--- config.mk ---
export PLATFORM = sky130hd
export DESIGN_NAME = drsf_ready_flags
export DESIGN_NICKNAME = d
export VERILOG_FILES = /design/src/pkg/drsf_pkg.sv /design/src/rtl/drsf_ready_flags.sv
export SDC_FILE = /design/constraint.sdc
export NUM_CORES = 1
export LEC_CHECK = 0
export ABC_AREA = 1
export BUFFER_PORTS_ARGS = -buffer_cell sky130_fd_sc_hd__buf_2
export CORE_ASPECT_RATIO = 0.5
export CORE_MARGIN = 1
export CORE_UTILIZATION = 48
export DETAILED_ROUTE_END_ITERATION = 6
export PLACE_DENSITY = 0.75
export SYNTH_ARGS = -nofsm -noshare
export SYNTH_HDL_FRONTEND = slang
export SYNTH_SLANG_ARGS = --single-unit
--- constraint.sdc ---
create_clock -name i_clk -period 1.3 [get_ports i_clk]
set_input_delay 0.065 -clock i_clk [delete_from_list [all_inputs] [get_ports i_clk]]
set_output_delay 0.065 -clock i_clk [all_outputs]
set_load 0.02 [all_outputs]
--- src/pkg/drsf_pkg.sv ---
// Purpose: constants for the ready status flag bank
// Assumes: byte-wide register port, 16-bit addresses
// Notes: interrupt offsets sit above the status pair
package drsf_pkg;
    localparam int unsigned AW = 16;
    localparam int unsigned DW = 8;
    // register offsets
    localparam logic [15:0] DIAG_RDY_OFS = 16'h0526;
    localparam logic [15:0] ADC_RDY_OFS = 16'h0527;
    localparam logic [15:0] IRQ_STS_OFS = 16'h05f0;
    localparam logic [15:0] IRQ_MSK_OFS = 16'h05f1;
    localparam logic [15:0] IRQ_MSK2_OFS = 16'h05f2;
    // diagnostic ready fields
    localparam int unsigned SUP_BIT = 0;
    localparam int unsigned VBIST_BIT = 1;
    localparam int unsigned TBIST_BIT = 2;
    localparam int unsigned VRR_BIT = 3;
    localparam int unsigned TRR_BIT = 4;
    // adc ready fields
    localparam int unsigned MAIN_BIT = 0;
    localparam int unsigned MISC_BIT = 1;
    localparam int unsigned CELL_BIT = 2;
    localparam int unsigned PIN_BIT = 3;
    // check modes
    localparam logic [1:0] MODE_RR = 2'h1;
    localparam logic [1:0] MODE_BIST = 2'h2;
    // reset values
    localparam logic [4:0] DIAG_RST = 5'h00;
    localparam logic [3:0] ADC_RST = 4'h0;
    localparam logic [8:0] MSK_RST = 9'h000;
endpackage

--- src/rtl/drsf_ready_flags.sv ---
// Purpose: ready flags for protector checks, self-tests and adc sweeps
// Assumes: all inputs synchronous to i_clk, strobes one cycle long
// Notes: irq status bits 0-4 follow diag flags, 5-8 follow adc flags
`timescale 1ns/1ps
module drsf_ready_flags
    import drsf_pkg::*;
#(
    parameter int unsigned N_PIN = 8,
    parameter int unsigned N_CELL = 16
) (
    // clock and reset
    input wire logic i_clk,
    input wire logic i_srst,
    // register port
    input wire logic [AW-1:0] i_addr,
    input wire logic [DW-1:0] i_wdata,
    input wire logic i_wr,
    input wire logic i_rd,
    output logic [DW-1:0] o_rdata,
    // check and self-test starts
    input wire logic i_temp_check_start,
    input wire logic [1:0] i_temp_check_mode,
    input wire logic i_volt_check_start,
    input wire logic [1:0] i_volt_check_mode,
    input wire logic i_supply_selftest_start,
    // completion events
    input wire logic i_temp_rr_done,
    input wire logic i_volt_rr_done,
    input wire logic i_temp_bist_done,
    input wire logic i_volt_bist_done,
    input wire logic i_supply_bist_done,
    // aux adc
    input wire logic i_aux_go,
    input wire logic [N_PIN-1:0] i_aux_pin_active,
    input wire logic i_aux_pin_conv,
    input wire logic [$clog2(N_PIN)-1:0] i_aux_pin_chan,
    input wire logic [4:0] i_aux_cellchannel_select,
    input wire logic i_aux_cell_conv,
    input wire logic [$clog2(N_CELL)-1:0] i_aux_cell_chan,
    input wire logic i_aux_misc_pass_done,
    // main adc
    input wire logic i_main_go,
    input wire logic i_main_pass_done,
    // interrupt
    output logic o_irq
);

    typedef struct packed {
        logic [4:0] diag;
        logic [3:0] adc;
        logic [N_PIN-1:0] pin_seen;
        logic [N_CELL-1:0] cell_seen;
        logic aux_go;
        logic main_go;
        logic [8:0] sts;
        logic [8:0] msk;
        logic [DW-1:0] rdata;
        logic irq;
    } drsf_state_t;

    drsf_state_t st_q;
    drsf_state_t st_d;

    // cells 0..sel are wanted; sel beyond the top wants all
    function automatic logic [N_CELL-1:0] cell_need(input logic [4:0] sel);
        logic [N_CELL-1:0] m;
        m = '0;
        for (int i = 0; i < N_CELL; i++) begin
            m[i] = (5'(i) <= sel);
        end
        return m;
    endfunction

    function automatic logic hit(input logic [AW-1:0] a, input logic [15:0] o);
        return a == o;
    endfunction

    logic aux_rise;
    logic main_rise;
    logic t_rr_clr;
    logic t_bi_clr;
    logic v_rr_clr;
    logic v_bi_clr;
    logic [N_PIN-1:0] pin_now;
    logic [N_CELL-1:0] cell_now;
    logic [4:0] diag_set;
    logic [3:0] adc_set;
    logic [8:0] evt;

    always_comb begin
        st_d = st_q;
        aux_rise = i_aux_go & ~st_q.aux_go;
        main_rise = i_main_go & ~st_q.main_go;
        t_rr_clr = i_temp_check_start && i_temp_check_mode == MODE_RR;
        t_bi_clr = i_temp_check_start && i_temp_check_mode == MODE_BIST;
        v_rr_clr = i_volt_check_start && i_volt_check_mode == MODE_RR;
        v_bi_clr = i_volt_check_start && i_volt_check_mode == MODE_BIST;
        st_d.aux_go = i_aux_go;
        st_d.main_go = i_main_go;

        // per-channel coverage, restarted with each aux run
        // pin and cell coverage
        pin_now = aux_rise ? '0 : st_q.pin_seen;
        if (i_aux_pin_conv) begin
            pin_now[i_aux_pin_chan] = 1'b1;
        end
        cell_now = aux_rise ? '0 : st_q.cell_seen;
        if (i_aux_cell_conv) begin
            cell_now[i_aux_cell_chan] = 1'b1;
        end
        st_d.pin_seen = pin_now;
        st_d.cell_seen = cell_now;

        diag_set = '0;
        diag_set[TRR_BIT] = i_temp_rr_done;
        diag_set[VRR_BIT] = i_volt_rr_done;
        diag_set[TBIST_BIT] = i_temp_bist_done;
        diag_set[VBIST_BIT] = i_volt_bist_done;
        diag_set[SUP_BIT] = i_supply_bist_done;

        // coverage only counts while the aux run is on
        adc_set = '0;
        adc_set[PIN_BIT] = i_aux_go && ((i_aux_pin_active & ~pin_now) == '0);
        adc_set[CELL_BIT] = i_aux_go
            && ((cell_need(i_aux_cellchannel_select) & ~cell_now) == '0);
        adc_set[MISC_BIT] = i_aux_misc_pass_done;
        adc_set[MAIN_BIT] = i_main_pass_done;

        if (t_rr_clr) begin
            st_d.diag[TRR_BIT] = 1'b0;
        end
        if (v_rr_clr) begin
            st_d.diag[VRR_BIT] = 1'b0;
        end
        if (t_bi_clr) begin
            st_d.diag[TBIST_BIT] = 1'b0;
        end
        if (v_bi_clr) begin
            st_d.diag[VBIST_BIT] = 1'b0;
        end
        if (i_supply_selftest_start) begin
            st_d.diag[SUP_BIT] = 1'b0;
        end
        if (aux_rise) begin
            st_d.adc[PIN_BIT] = 1'b0;
            st_d.adc[CELL_BIT] = 1'b0;
            st_d.adc[MISC_BIT] = 1'b0;
        end
        if (main_rise) begin
            st_d.adc[MAIN_BIT] = 1'b0;
        end
        // all done events set their flags
        // completion beats a same-cycle start so no event is lost
        st_d.diag = st_d.diag | diag_set;
        st_d.adc = st_d.adc | adc_set;

        // interrupt events on each flag rising
        evt = {st_d.adc & ~st_q.adc, st_d.diag & ~st_q.diag};

        st_d.rdata = '0;
        if (i_rd) begin
            if (hit(i_addr, DIAG_RDY_OFS)) begin
                st_d.rdata = {3'h0, st_q.diag};
            end else if (hit(i_addr, ADC_RDY_OFS)) begin
                st_d.rdata = {4'h0, st_q.adc};
            end else if (hit(i_addr, IRQ_STS_OFS)) begin
                st_d.rdata = st_q.sts[7:0];
                st_d.sts = '0;
            end else if (hit(i_addr, IRQ_MSK_OFS)) begin
                st_d.rdata = st_q.msk[7:0];
            end else if (hit(i_addr, IRQ_MSK2_OFS)) begin
                st_d.rdata = {7'h00, st_q.msk[8]};
            end else if (hit(i_addr, IRQ_MSK2_OFS + 16'h0001)) begin
                // top status bit; read of the low byte clears both
                st_d.rdata = {7'h00, st_q.sts[8]};
            end
        end
        if (i_wr) begin
            if (hit(i_addr, IRQ_MSK_OFS)) begin
                st_d.msk[7:0] = i_wdata;
            end else if (hit(i_addr, IRQ_MSK2_OFS)) begin
                st_d.msk[8] = i_wdata[0];
            end
        end
        st_d.sts = st_d.sts | evt;
        st_d.irq = |(st_d.sts & st_d.msk);
    end

    always_ff @(posedge i_clk) begin
        if (i_srst) begin
            st_q <= '0;
            st_q.msk <= MSK_RST;
            st_q.diag <= DIAG_RST;
            st_q.adc <= ADC_RST;
        end else begin
            st_q <= st_d;
        end
    end

    assign o_rdata = st_q.rdata;
    assign o_irq = st_q.irq;
endmodule

# ---- Word-level counts from Yosys, hierarchy flattened
# Cells that the tools add are included.
dict set report op_classes {
  n_mux 29
  order_cmp 20
  n_reduce_logical 13
  bitwise_logic 19
  n_eq_ne 10
}
# cell n
set op_table {}
lappend op_table {{16-bit by 11-bit == test with 1-bit output, second input constant} 6}
lappend op_table {{9-bit two-way mux} 5}
lappend op_table {{4-bit by 5-bit less-or-equal comparator with 1-bit output, first input constant} 8}
lappend op_table {{8-bit two-way mux} 5}
lappend op_table {{16-bit two-way mux} 2}
lappend op_table {{3-bit by 5-bit less-or-equal comparator with 1-bit output, first input constant} 4}
lappend op_table {{16-bit bitwise AND} 1}
lappend op_table {{16-bit logical NOT} 1}
lappend op_table {{16-bit NOT} 1}
lappend op_table {{16-bit bitwise OR} 1}
lappend op_table {{1-bit two-way mux} 12}
lappend op_table {{1-bit by 5-bit less-or-equal comparator with 1-bit output, first input constant} 2}
lappend op_table {{2-bit by 5-bit less-or-equal comparator with 1-bit output, first input constant} 2}
lappend op_table {{5-bit two-way mux} 2}
lappend op_table {{9-bit bitwise AND} 1}
lappend op_table {{9-bit bitwise OR} 1}
lappend op_table {{9-bit OR reduction} 1}
lappend op_table {{8-bit bitwise AND} 1}
lappend op_table {{1-bit logical AND} 8}
lappend op_table {{8-bit logical NOT} 1}
lappend op_table {{8-bit NOT} 1}
lappend op_table {{8-bit bitwise OR} 1}
lappend op_table {{5-bit bitwise AND} 1}
lappend op_table {{4-bit by 5-bit less-than comparator with 1-bit output, second input constant} 1}
lappend op_table {{other kinds (17)} 22}
dict set report word_totals {
  wordCells 102
  regBits 62
  in_bits 66
}

# ---- Longest topological paths before layout
# Gate-level depths: netlist (run 1).
dict set report depth {
  ltp_word 15
  depth_mapped 13
  depth_no_buf 13
}

# ---- Worst setup path before layout (run 1)
# Ideal clock, no wire load.
dict set report synth_path {
  path_kind {register to register}
  start {register st_q[28] in the netlist's numbering}
  end {register st_q, in the netlist o_irq}
  arrival_ns 1.323
  stages_incl_launch_ff 14
  path_buffers 1
  t_required_ns 1.236
  period_less_slack_ns 1.387
  setup_slack_ns -0.087
  cell_sequence {dfxtp_1 -> inv_1 -> nand2_2 -> buf_2 -> nand2_1 -> nand3b_1 -> nand2_1 -> nor2_1 -> nand2_1 -> nor2_2 -> nand2_2 -> a21oi_2 -> nor2_1 -> nor2_1}
}
dict set report synth_via {
  elab_chain_len 14
  elab_cells_between_ends 22
  classes_between {mux: 5; bitwise: 12; reduce/logical: 5}
}
# element line_no
set synth_lines {}
lappend synth_lines {{start, declared} drsf_ready_flags.sv:61} ;# drsf_state_t st_q;
lappend synth_lines {{start signal, assigned} drsf_ready_flags.sv:196} ;# st_q <= st_d;
lappend synth_lines {{1-bit NOT *} drsf_ready_flags.sv:92} ;# aux_rise = i_aux_go & ~st_q.aux_go;
lappend synth_lines {{1-bit bitwise AND *} drsf_ready_flags.sv:92}
lappend synth_lines {{16-bit two-way mux or 8-bit two-way mux (tied branches)} {drsf_ready_flags.sv:107, drsf_ready_flags.sv:103}}
lappend synth_lines {{16-bit bitwise OR (no source line) or 8-bit bitwise OR (tied branches)} -}
lappend synth_lines {{16-bit two-way mux or 8-bit two-way mux (tied branches)} {drsf_ready_flags.sv:108, drsf_ready_flags.sv:104}}
lappend synth_lines {{16-bit NOT or 8-bit NOT (tied branches)} {drsf_ready_flags.sv:125, drsf_ready_flags.sv:123}}
lappend synth_lines {{16-bit bitwise AND or 8-bit bitwise AND (tied branches)} {drsf_ready_flags.sv:125, drsf_ready_flags.sv:123}}
lappend synth_lines {{16-bit logical NOT or 8-bit logical NOT (tied branches)} {drsf_ready_flags.sv:125, drsf_ready_flags.sv:123}}
lappend synth_lines {{1-bit logical AND (on tied branches)} {drsf_ready_flags.sv:125, drsf_ready_flags.sv:123}}
lappend synth_lines {{4-bit bitwise OR *} drsf_ready_flags.sv:155} ;# st_d.adc = st_d.adc | adc_set;
lappend synth_lines {{4-bit bitwise AND *} drsf_ready_flags.sv:158} ;# evt = {st_d.adc & ~st_q.adc, st_d.diag & ~st_q.diag};
lappend synth_lines {{9-bit bitwise OR *} drsf_ready_flags.sv:185} ;# st_d.sts = st_d.sts | evt;
lappend synth_lines {{9-bit bitwise AND *} drsf_ready_flags.sv:186} ;# st_d.irq = |(st_d.sts & st_d.msk);
lappend synth_lines {{9-bit OR reduction *} drsf_ready_flags.sv:186}
# Mark *: on every way between the ends. The rest lies on a longest branch, timed or not.
# A chain may end at the register's enable or synchronous reset.

# ---- Final worst setup path (run 1)
dict set report layout_path {
  start {register st_q[28] in the netlist's numbering}
  end {register st_q[55] in the netlist's numbering}
}
dict set report layout_via {
  elab_chain_len 10
  elab_cells_between_ends 11
  classes_between {mux: 3; bitwise: 6; reduce/logical: 2}
}
# element line_no
set layout_lines {}
lappend layout_lines {{1-bit NOT *} drsf_ready_flags.sv:92}
lappend layout_lines {{1-bit bitwise AND *} drsf_ready_flags.sv:92}
lappend layout_lines {{16-bit two-way mux} drsf_ready_flags.sv:107} ;# cell_now = aux_rise ? '0 : st_q.cell_seen;
lappend layout_lines {{16-bit bitwise OR (no source line)} -}
lappend layout_lines {{16-bit two-way mux} drsf_ready_flags.sv:108} ;# if (i_aux_cell_conv) begin
lappend layout_lines {{16-bit NOT} drsf_ready_flags.sv:125} ;# && ((cell_need(i_aux_cellchannel_select) & ~cell_now) == '0);
lappend layout_lines {{16-bit bitwise AND} drsf_ready_flags.sv:125}
lappend layout_lines {{16-bit logical NOT} drsf_ready_flags.sv:125}
lappend layout_lines {{1-bit logical AND} drsf_ready_flags.sv:125}
lappend layout_lines {{4-bit bitwise OR *} drsf_ready_flags.sv:155}
# Marks and branches as above.

==> results of run 1 <==
==> area by class of cell <==
cell class                      count  area share
Sequential cell                    62      0.2767
Timing Repair Buffer              132      0.1860
Inverter                           55     0.04755
Clock buffer                       11     0.05617
Multi-Input combinational cell    364      0.3910
Clock inverter                      5     0.01808
Tap cell                           88     0.02447
==> metal layers <==
| metal | GRT usage | routed length, um | vias to the layer above | share of wire |
|---|---|---|---|---|
| met1 | 0.3289 | 4114 | 1541 | 0.48 |
| met4 | 0.09158 | 125 | 0 | 0.015 |
| li1 | - | - | 1842 | - |
| met3 | 0.06679 | 558 | 12 | 0.065 |
| met5 | 0 | 0 | - | 0 |
| met2 | 0.4421 | 3782 | 118 | 0.44 |
==> critical path: stages (launching register included) <==
cell	delay (ps)
dfxtp_4	370
nor2_4	200
nor2_2	60
nor2_2	140
nand2_1	70
nand2_1	60
nor2_1	40
nand2_1	120
nor2_4	60
buf_4	130
a21oi_2	100
nor2_1	50
==> Yosys cell counts (all sizes together), types with 2 or more instances <==
library cell,n,share of area
nand2,154,0.18
nand4,12,0.025
a21oi,55,0.087
dfxtp,62,0.39
nand3,42,0.071
buf,15,0.034
nand3b,2,0.0047
o21ai,14,0.022
nor2,77,0.10
clkbuf,4,0.0047
inv,54,0.063
==> repair_timing <==
item / 4_1_cts / 5_1_grt
gates resized for setup: 27 / 17
endpoints found under the hold margin: 8 / 0
cloned: 2 / 0
setup buffers: 5 / 3
endpoints found under the setup margin: 5 / 12
hold buffers: 9 / 0
pin swaps: 14 / 8
==> state kept, by name (all words and copies together) (netlist names) <==
name / count
o_irq: 1
st_q: 53
o_rdata: 8
==> report_power, final <==
| group | internal (mW) | switching (mW) | total (mW) |
|---|---|---|---|
| Sequential | 1.95 | 0.0287 | 1.98 |
| Clock | 1.78 | 0.868 | 2.65 |
| Combinational | 0.258 | 0.325 | 0.583 |
| Total | 3.99 | 1.22 | 5.21 |
==> worst paths after layout <==
check                                        startpoint       end  slack, ps
worst max-delay path                           st_q[28]  st_q[55]       -230
worst min-delay path            i_supply_selftest_start  st_q[57]         10
worst max register to register                 st_q[28]  st_q[55]       -230
worst min register to register                 st_q[50]  st_q[50]        470
==> cells by family after synthesis <==
group | synth area share
AO/OA/AOI/OAI | 0.1183
buffers and inverters | 0.1030
flip-flops | 0.3872
AND/OR/NAND/NOR | 0.3915
==> per-stage QoR <==
step	utilization	instance area (um2)
2_1_floorplan	-	3218
3_3_place_gp	0.6246	3908
3_5_place_dp	0.6246	3908
4_1_cts	0.7138	4466
5_1_grt	0.7192	4499
6_report	0.7192	4499
==> results_dict.tcl, run 1 <==
set metrics [dict create \
    status "finished with violations" \
    violations "negative setup slack" \
    first_global_vias 3154 \
    synth_seq_cells 62 \
    synthCells 498 \
    die_area_um2 7029 \
    power.density_nw_per_um2 1158 \
    grt.overflow.total 0 \
    setup_ws_ps -231.4 \
    ys_warn_count 0 \
    rows 20 \
    clock_sinks 62 \
    critical_path_class "flop to flop" \
    yosysSeqAreaShare 0.3872 \
    holdPathStages 4 \
    ctsLongestPathBuffers 2 \
    drv_slew 0 \
    cts-root-buf "clkbuf_16" \
    fin_skew_ps 3.924 \
    setup_viol 5 \
    drc 0 \
    cap_violations 0 \
    io_pins 75 \
    layout_common_cells "nand2_1, buf_2, nor2_1, dfxtp_1, a21oi_1" \
    reg2regPathDepth 11 \
    hold_viol_final 0 \
    dr.pass1.iters 5 \
    seq_area_um2 1245 \
    syn_avg_cell_area_um2 6.437 \
    finalWirelength_mm 8.581 \
    post-route-period-util 1.178 \
    area_growth_pct 40.36 \
    drt_iter0_drc 268 \
    clk_latency_ps 330 \
    nets 690 \
    p_leak_nw 2.197 \
    clkSlewWorstSetupHoldPaths_ps 50 \
    ys.flop_type "dfxtp_1" \
    initial_core_util 0.5124 \
    hold_path.class "input pin to flop" \
    finalSetupTns_ps -711.3 \
    die_w_um 117.6 \
    grt_pass1_wl_mm 14.13 \
    final_cells 717 \
    drive_gt1_frac 0.2957 \
    cts-buffers-inserted 9 \
    syn_area_um2 3206 \
    timing.final.crit_period_ps 1531 \
    multi_input_area_um2 1759 \
    cp.required_ps 1500 \
    antennaDiodeCount 0 \
    dp_cells 687 \
    synth_edf_count 0 \
    syn-num-nets 564 \
    grt_use_total 0.2604 \
    synthArstFlopShare 0 \
    max_slew_margin 0.6196 \
    antenna_found_initial 0 \
    holdWs_ps 13.73 \
    antenna_left 0 \
    dp.final_hpwl_mm 5.756 \
    pre_cts_slack_ps -472.0 \
    drt-wirelength-per-cell_um 11.97 \
    gp_congestion 0.9250 \
    worstSetupEndpointType "flop" \
    critPathLaunchType "flop" \
    route.vias.total 3513 \
    cts_tree "done" \
    final_common_cell "nand2_1" \
    totalPowerFinal_mw 5.212 \
    synth.distinct_cells 29 \
    nFillCells 520 \
    max_freq_mhz 653.0 \
    io_buffers 74 \
    peakVddDrop_v 0.0007750 \
    grt_max_degree 55 \
    vias_per_cell 4.900 \
    tightest_slew_ps 570.7 \
    coreArea_um2 6256 \
    cp.arrival_ps 1730 \
    htreeDepth 3 \
    dieHeight_um 59.79 \
    crit_fanout 4 \
    rsz0062_at_grt "true" \
]
Power figures use the tool's default switching activity.
==> run 2, diff against run 1 <==
Settings changed: BUFFER_PORTS_ARGS -buffer_cell sky130_fd_sc_hd__buf_2 to -buffer_cell sky130_fd_sc_hd__clkbuf_2, CAP_MARGIN from default to 20.
==> run 2 against run 1 <==
  * The run still ends with negative setup slack left
  * Routed wire length fell by 1.7%
  * First-iteration DRC count decreased by 15%
  * Register-to-register slack worse by 30 ps
  * Critical path depth increased by 1
  * Combinational power fell by 1%
  * Final cell count is the same
  * Clock-buffer cell count grew 2
  * Utilization is 0.98 points lower
  * Sequential share of layout area is 0.38 points higher
  * Critical path type unchanged
  * Critical endpoint is now o_irq
  * Highest routed layer unchanged
==> results_dict.tcl, run 2 (synthesis gave the netlist of run 1 again) <==
set metrics [dict create \
    status "finished with violations" \
    violations "negative setup slack" \
    path_cells "inv_8, nand2_4, nand2_1, nand3_1, nand2_1, nor2_2, nand4_1, nand2_1, nand2_1, nand3_1, nor2_1, nor2_1" \
    rows 20 \
    ctsLongestPathBuffers 2 \
    area_growth_pct 38.45 \
    grt.overflow.total 0 \
    drt_iter0_drc 229 \
    antenna_left 0 \
    tightest_slew_ps 559.6 \
    fin_skew_ps 4.173 \
    worstSetupEndpointType "flop" \
    die_area_um2 7029 \
    dp.final_hpwl_mm 5.938 \
    cp.required_ps 1560 \
    largest_reg_flops 53 \
    dr.pass1.iters 5 \
    setup_ws_ps -256.5 \
    nFillCells 555 \
    critPathLaunchType "flop" \
    peakVddDrop_v 0.0007530 \
    drv_slew 0 \
    cp.arrival_ps 1820 \
    finalSetupTns_ps -414.6 \
    first_global_vias 3013 \
    p_leak_nw 2.180 \
    clock_sinks 62 \
    largest-register "st_q" \
    timing.final.crit_period_ps 1557 \
    cts-root-buf "clkbuf_16" \
    holdWs_ps 11.23 \
    placed_area_um2 3938 \
    grt_max_degree 55 \
    vias_per_cell 4.880 \
    finalWirelength_mm 8.436 \
    final_common_cell "nand2_1" \
    grt_use_total 0.2489 \
    cap_violations 0 \
    gp_congestion 0.9277 \
    htreeDepth 3 \
    stdcell_area_um2 4438 \
    cts-buffers-inserted 9 \
    path_common_cell "nand2_1" \
    hold_viol_final 0 \
    dieHeight_um 59.79 \
    die_w_um 117.6 \
    post-route-period-util 1.197 \
    io_pins 75 \
    critical_path_class "flop to flop" \
    grt_pass1_wl_mm 13.54 \
    antennaDiodeCount 0 \
    io_buffers 74 \
    rsz0062_at_grt "true" \
    coreArea_um2 6256 \
    route.vias.total 3499 \
    max_slew_margin 0.6270 \
    setup_viol 5 \
    initial_core_util 0.5124 \
    nets 690 \
    layout_common_cells "nand2_1, clkbuf_2, nor2_1, dfxtp_1, a21oi_1" \
    clk_latency_ps 330 \
    drt-wirelength-per-cell_um 11.77 \
    crit_fanout 5 \
    critical_path.max_stage_delay_ps 390 \
    antenna_found_initial 0 \
    clkSlewWorstSetupHoldPaths_ps 50 \
    dp_cells 691 \
    max_freq_mhz 642.5 \
    power.density_nw_per_um2 1124 \
    cp_slowest_cell "dfxtp_4" \
    drive_gt1_frac 0.2862 \
    hold_path.class "input pin to flop" \
    drc 0 \
    cts_tree "done" \
    final_cells 717 \
]
[run 2: cell types whose count changed in the layout (fill, tap and decap cells not counted), sizes merged]
cell	change
clkinv	-1
clkbuf	+76
buf	-74
bufinv	-1
[run 2: worst paths after layout]
kind	from	to	slack, ps	cells past startpoint
worst min register to register	st_q[48]	st_q[48]	470	2
worst max register to register	st_q[28]	o_irq	-260	12
worst max-delay path	st_q[28]	o_irq	-260	12
worst min-delay path	i_supply_selftest_start	st_q[57]	10	4
[run 2: cell type report]
class | instances | area (um2) | area share
Timing Repair Buffer | 132 | 825.8 | 0.1861
Clock buffer | 13 | 260.3 | 0.05864
Multi-Input combinational cell | 364 | 1740 | 0.3922
Inverter | 55 | 214.0 | 0.04821
Clock inverter | 3 | 42.54 | 0.009586
Sequential cell | 62 | 1245 | 0.2805
Tap cell | 88 | 110.1 | 0.02481
[run 2: critical path, delay by kind of cell (launching register included)]
kind | cells | cell delay, ps
buf+inv | 1 | 60
flops | 1 | 390
simple gates | 11 | 1020
[run 2: layer usage]
layer	part of all wire	track usage	wire length (um)
met1	0.47	0.3238	3950
met2	0.45	0.4100	3805
met3	0.070	0.07156	590
met4	0.011	0.07143	89
met5	0	0	0
[run 2: what timing repair did]
item / CTS / global route
endpoints found under the setup margin: 5 / 8
setup buffers: 0 / 1
hold endpoints to repair: 8 / 0
gates cloned: 2 / 0
resized for setup: 24 / 11
pin swaps: 11 / 2
hold buffers: 8 / 0
[run 2: power breakdown]
part	internal [mW]	total [mW]	switching [mW]
clock network	1.58	2.43	0.846
logic	0.256	0.577	0.321
registers	1.95	1.98	0.0285
total	3.79	4.99	1.20
[run 2: stage by stage]
stage / util / power [mW] / setup WS, ps
finish: 0.7094 / 4.989 / -256.5
global route: 0.7094 / 5.179 / -390.5
detailed placement: 0.6294 / 2.534 / -439.0
global placement: 0.6294 / 2.525 / -372.9
floorplan: - / 2.282 / -41.23
CTS: 0.7042 / 4.981 / -191.2
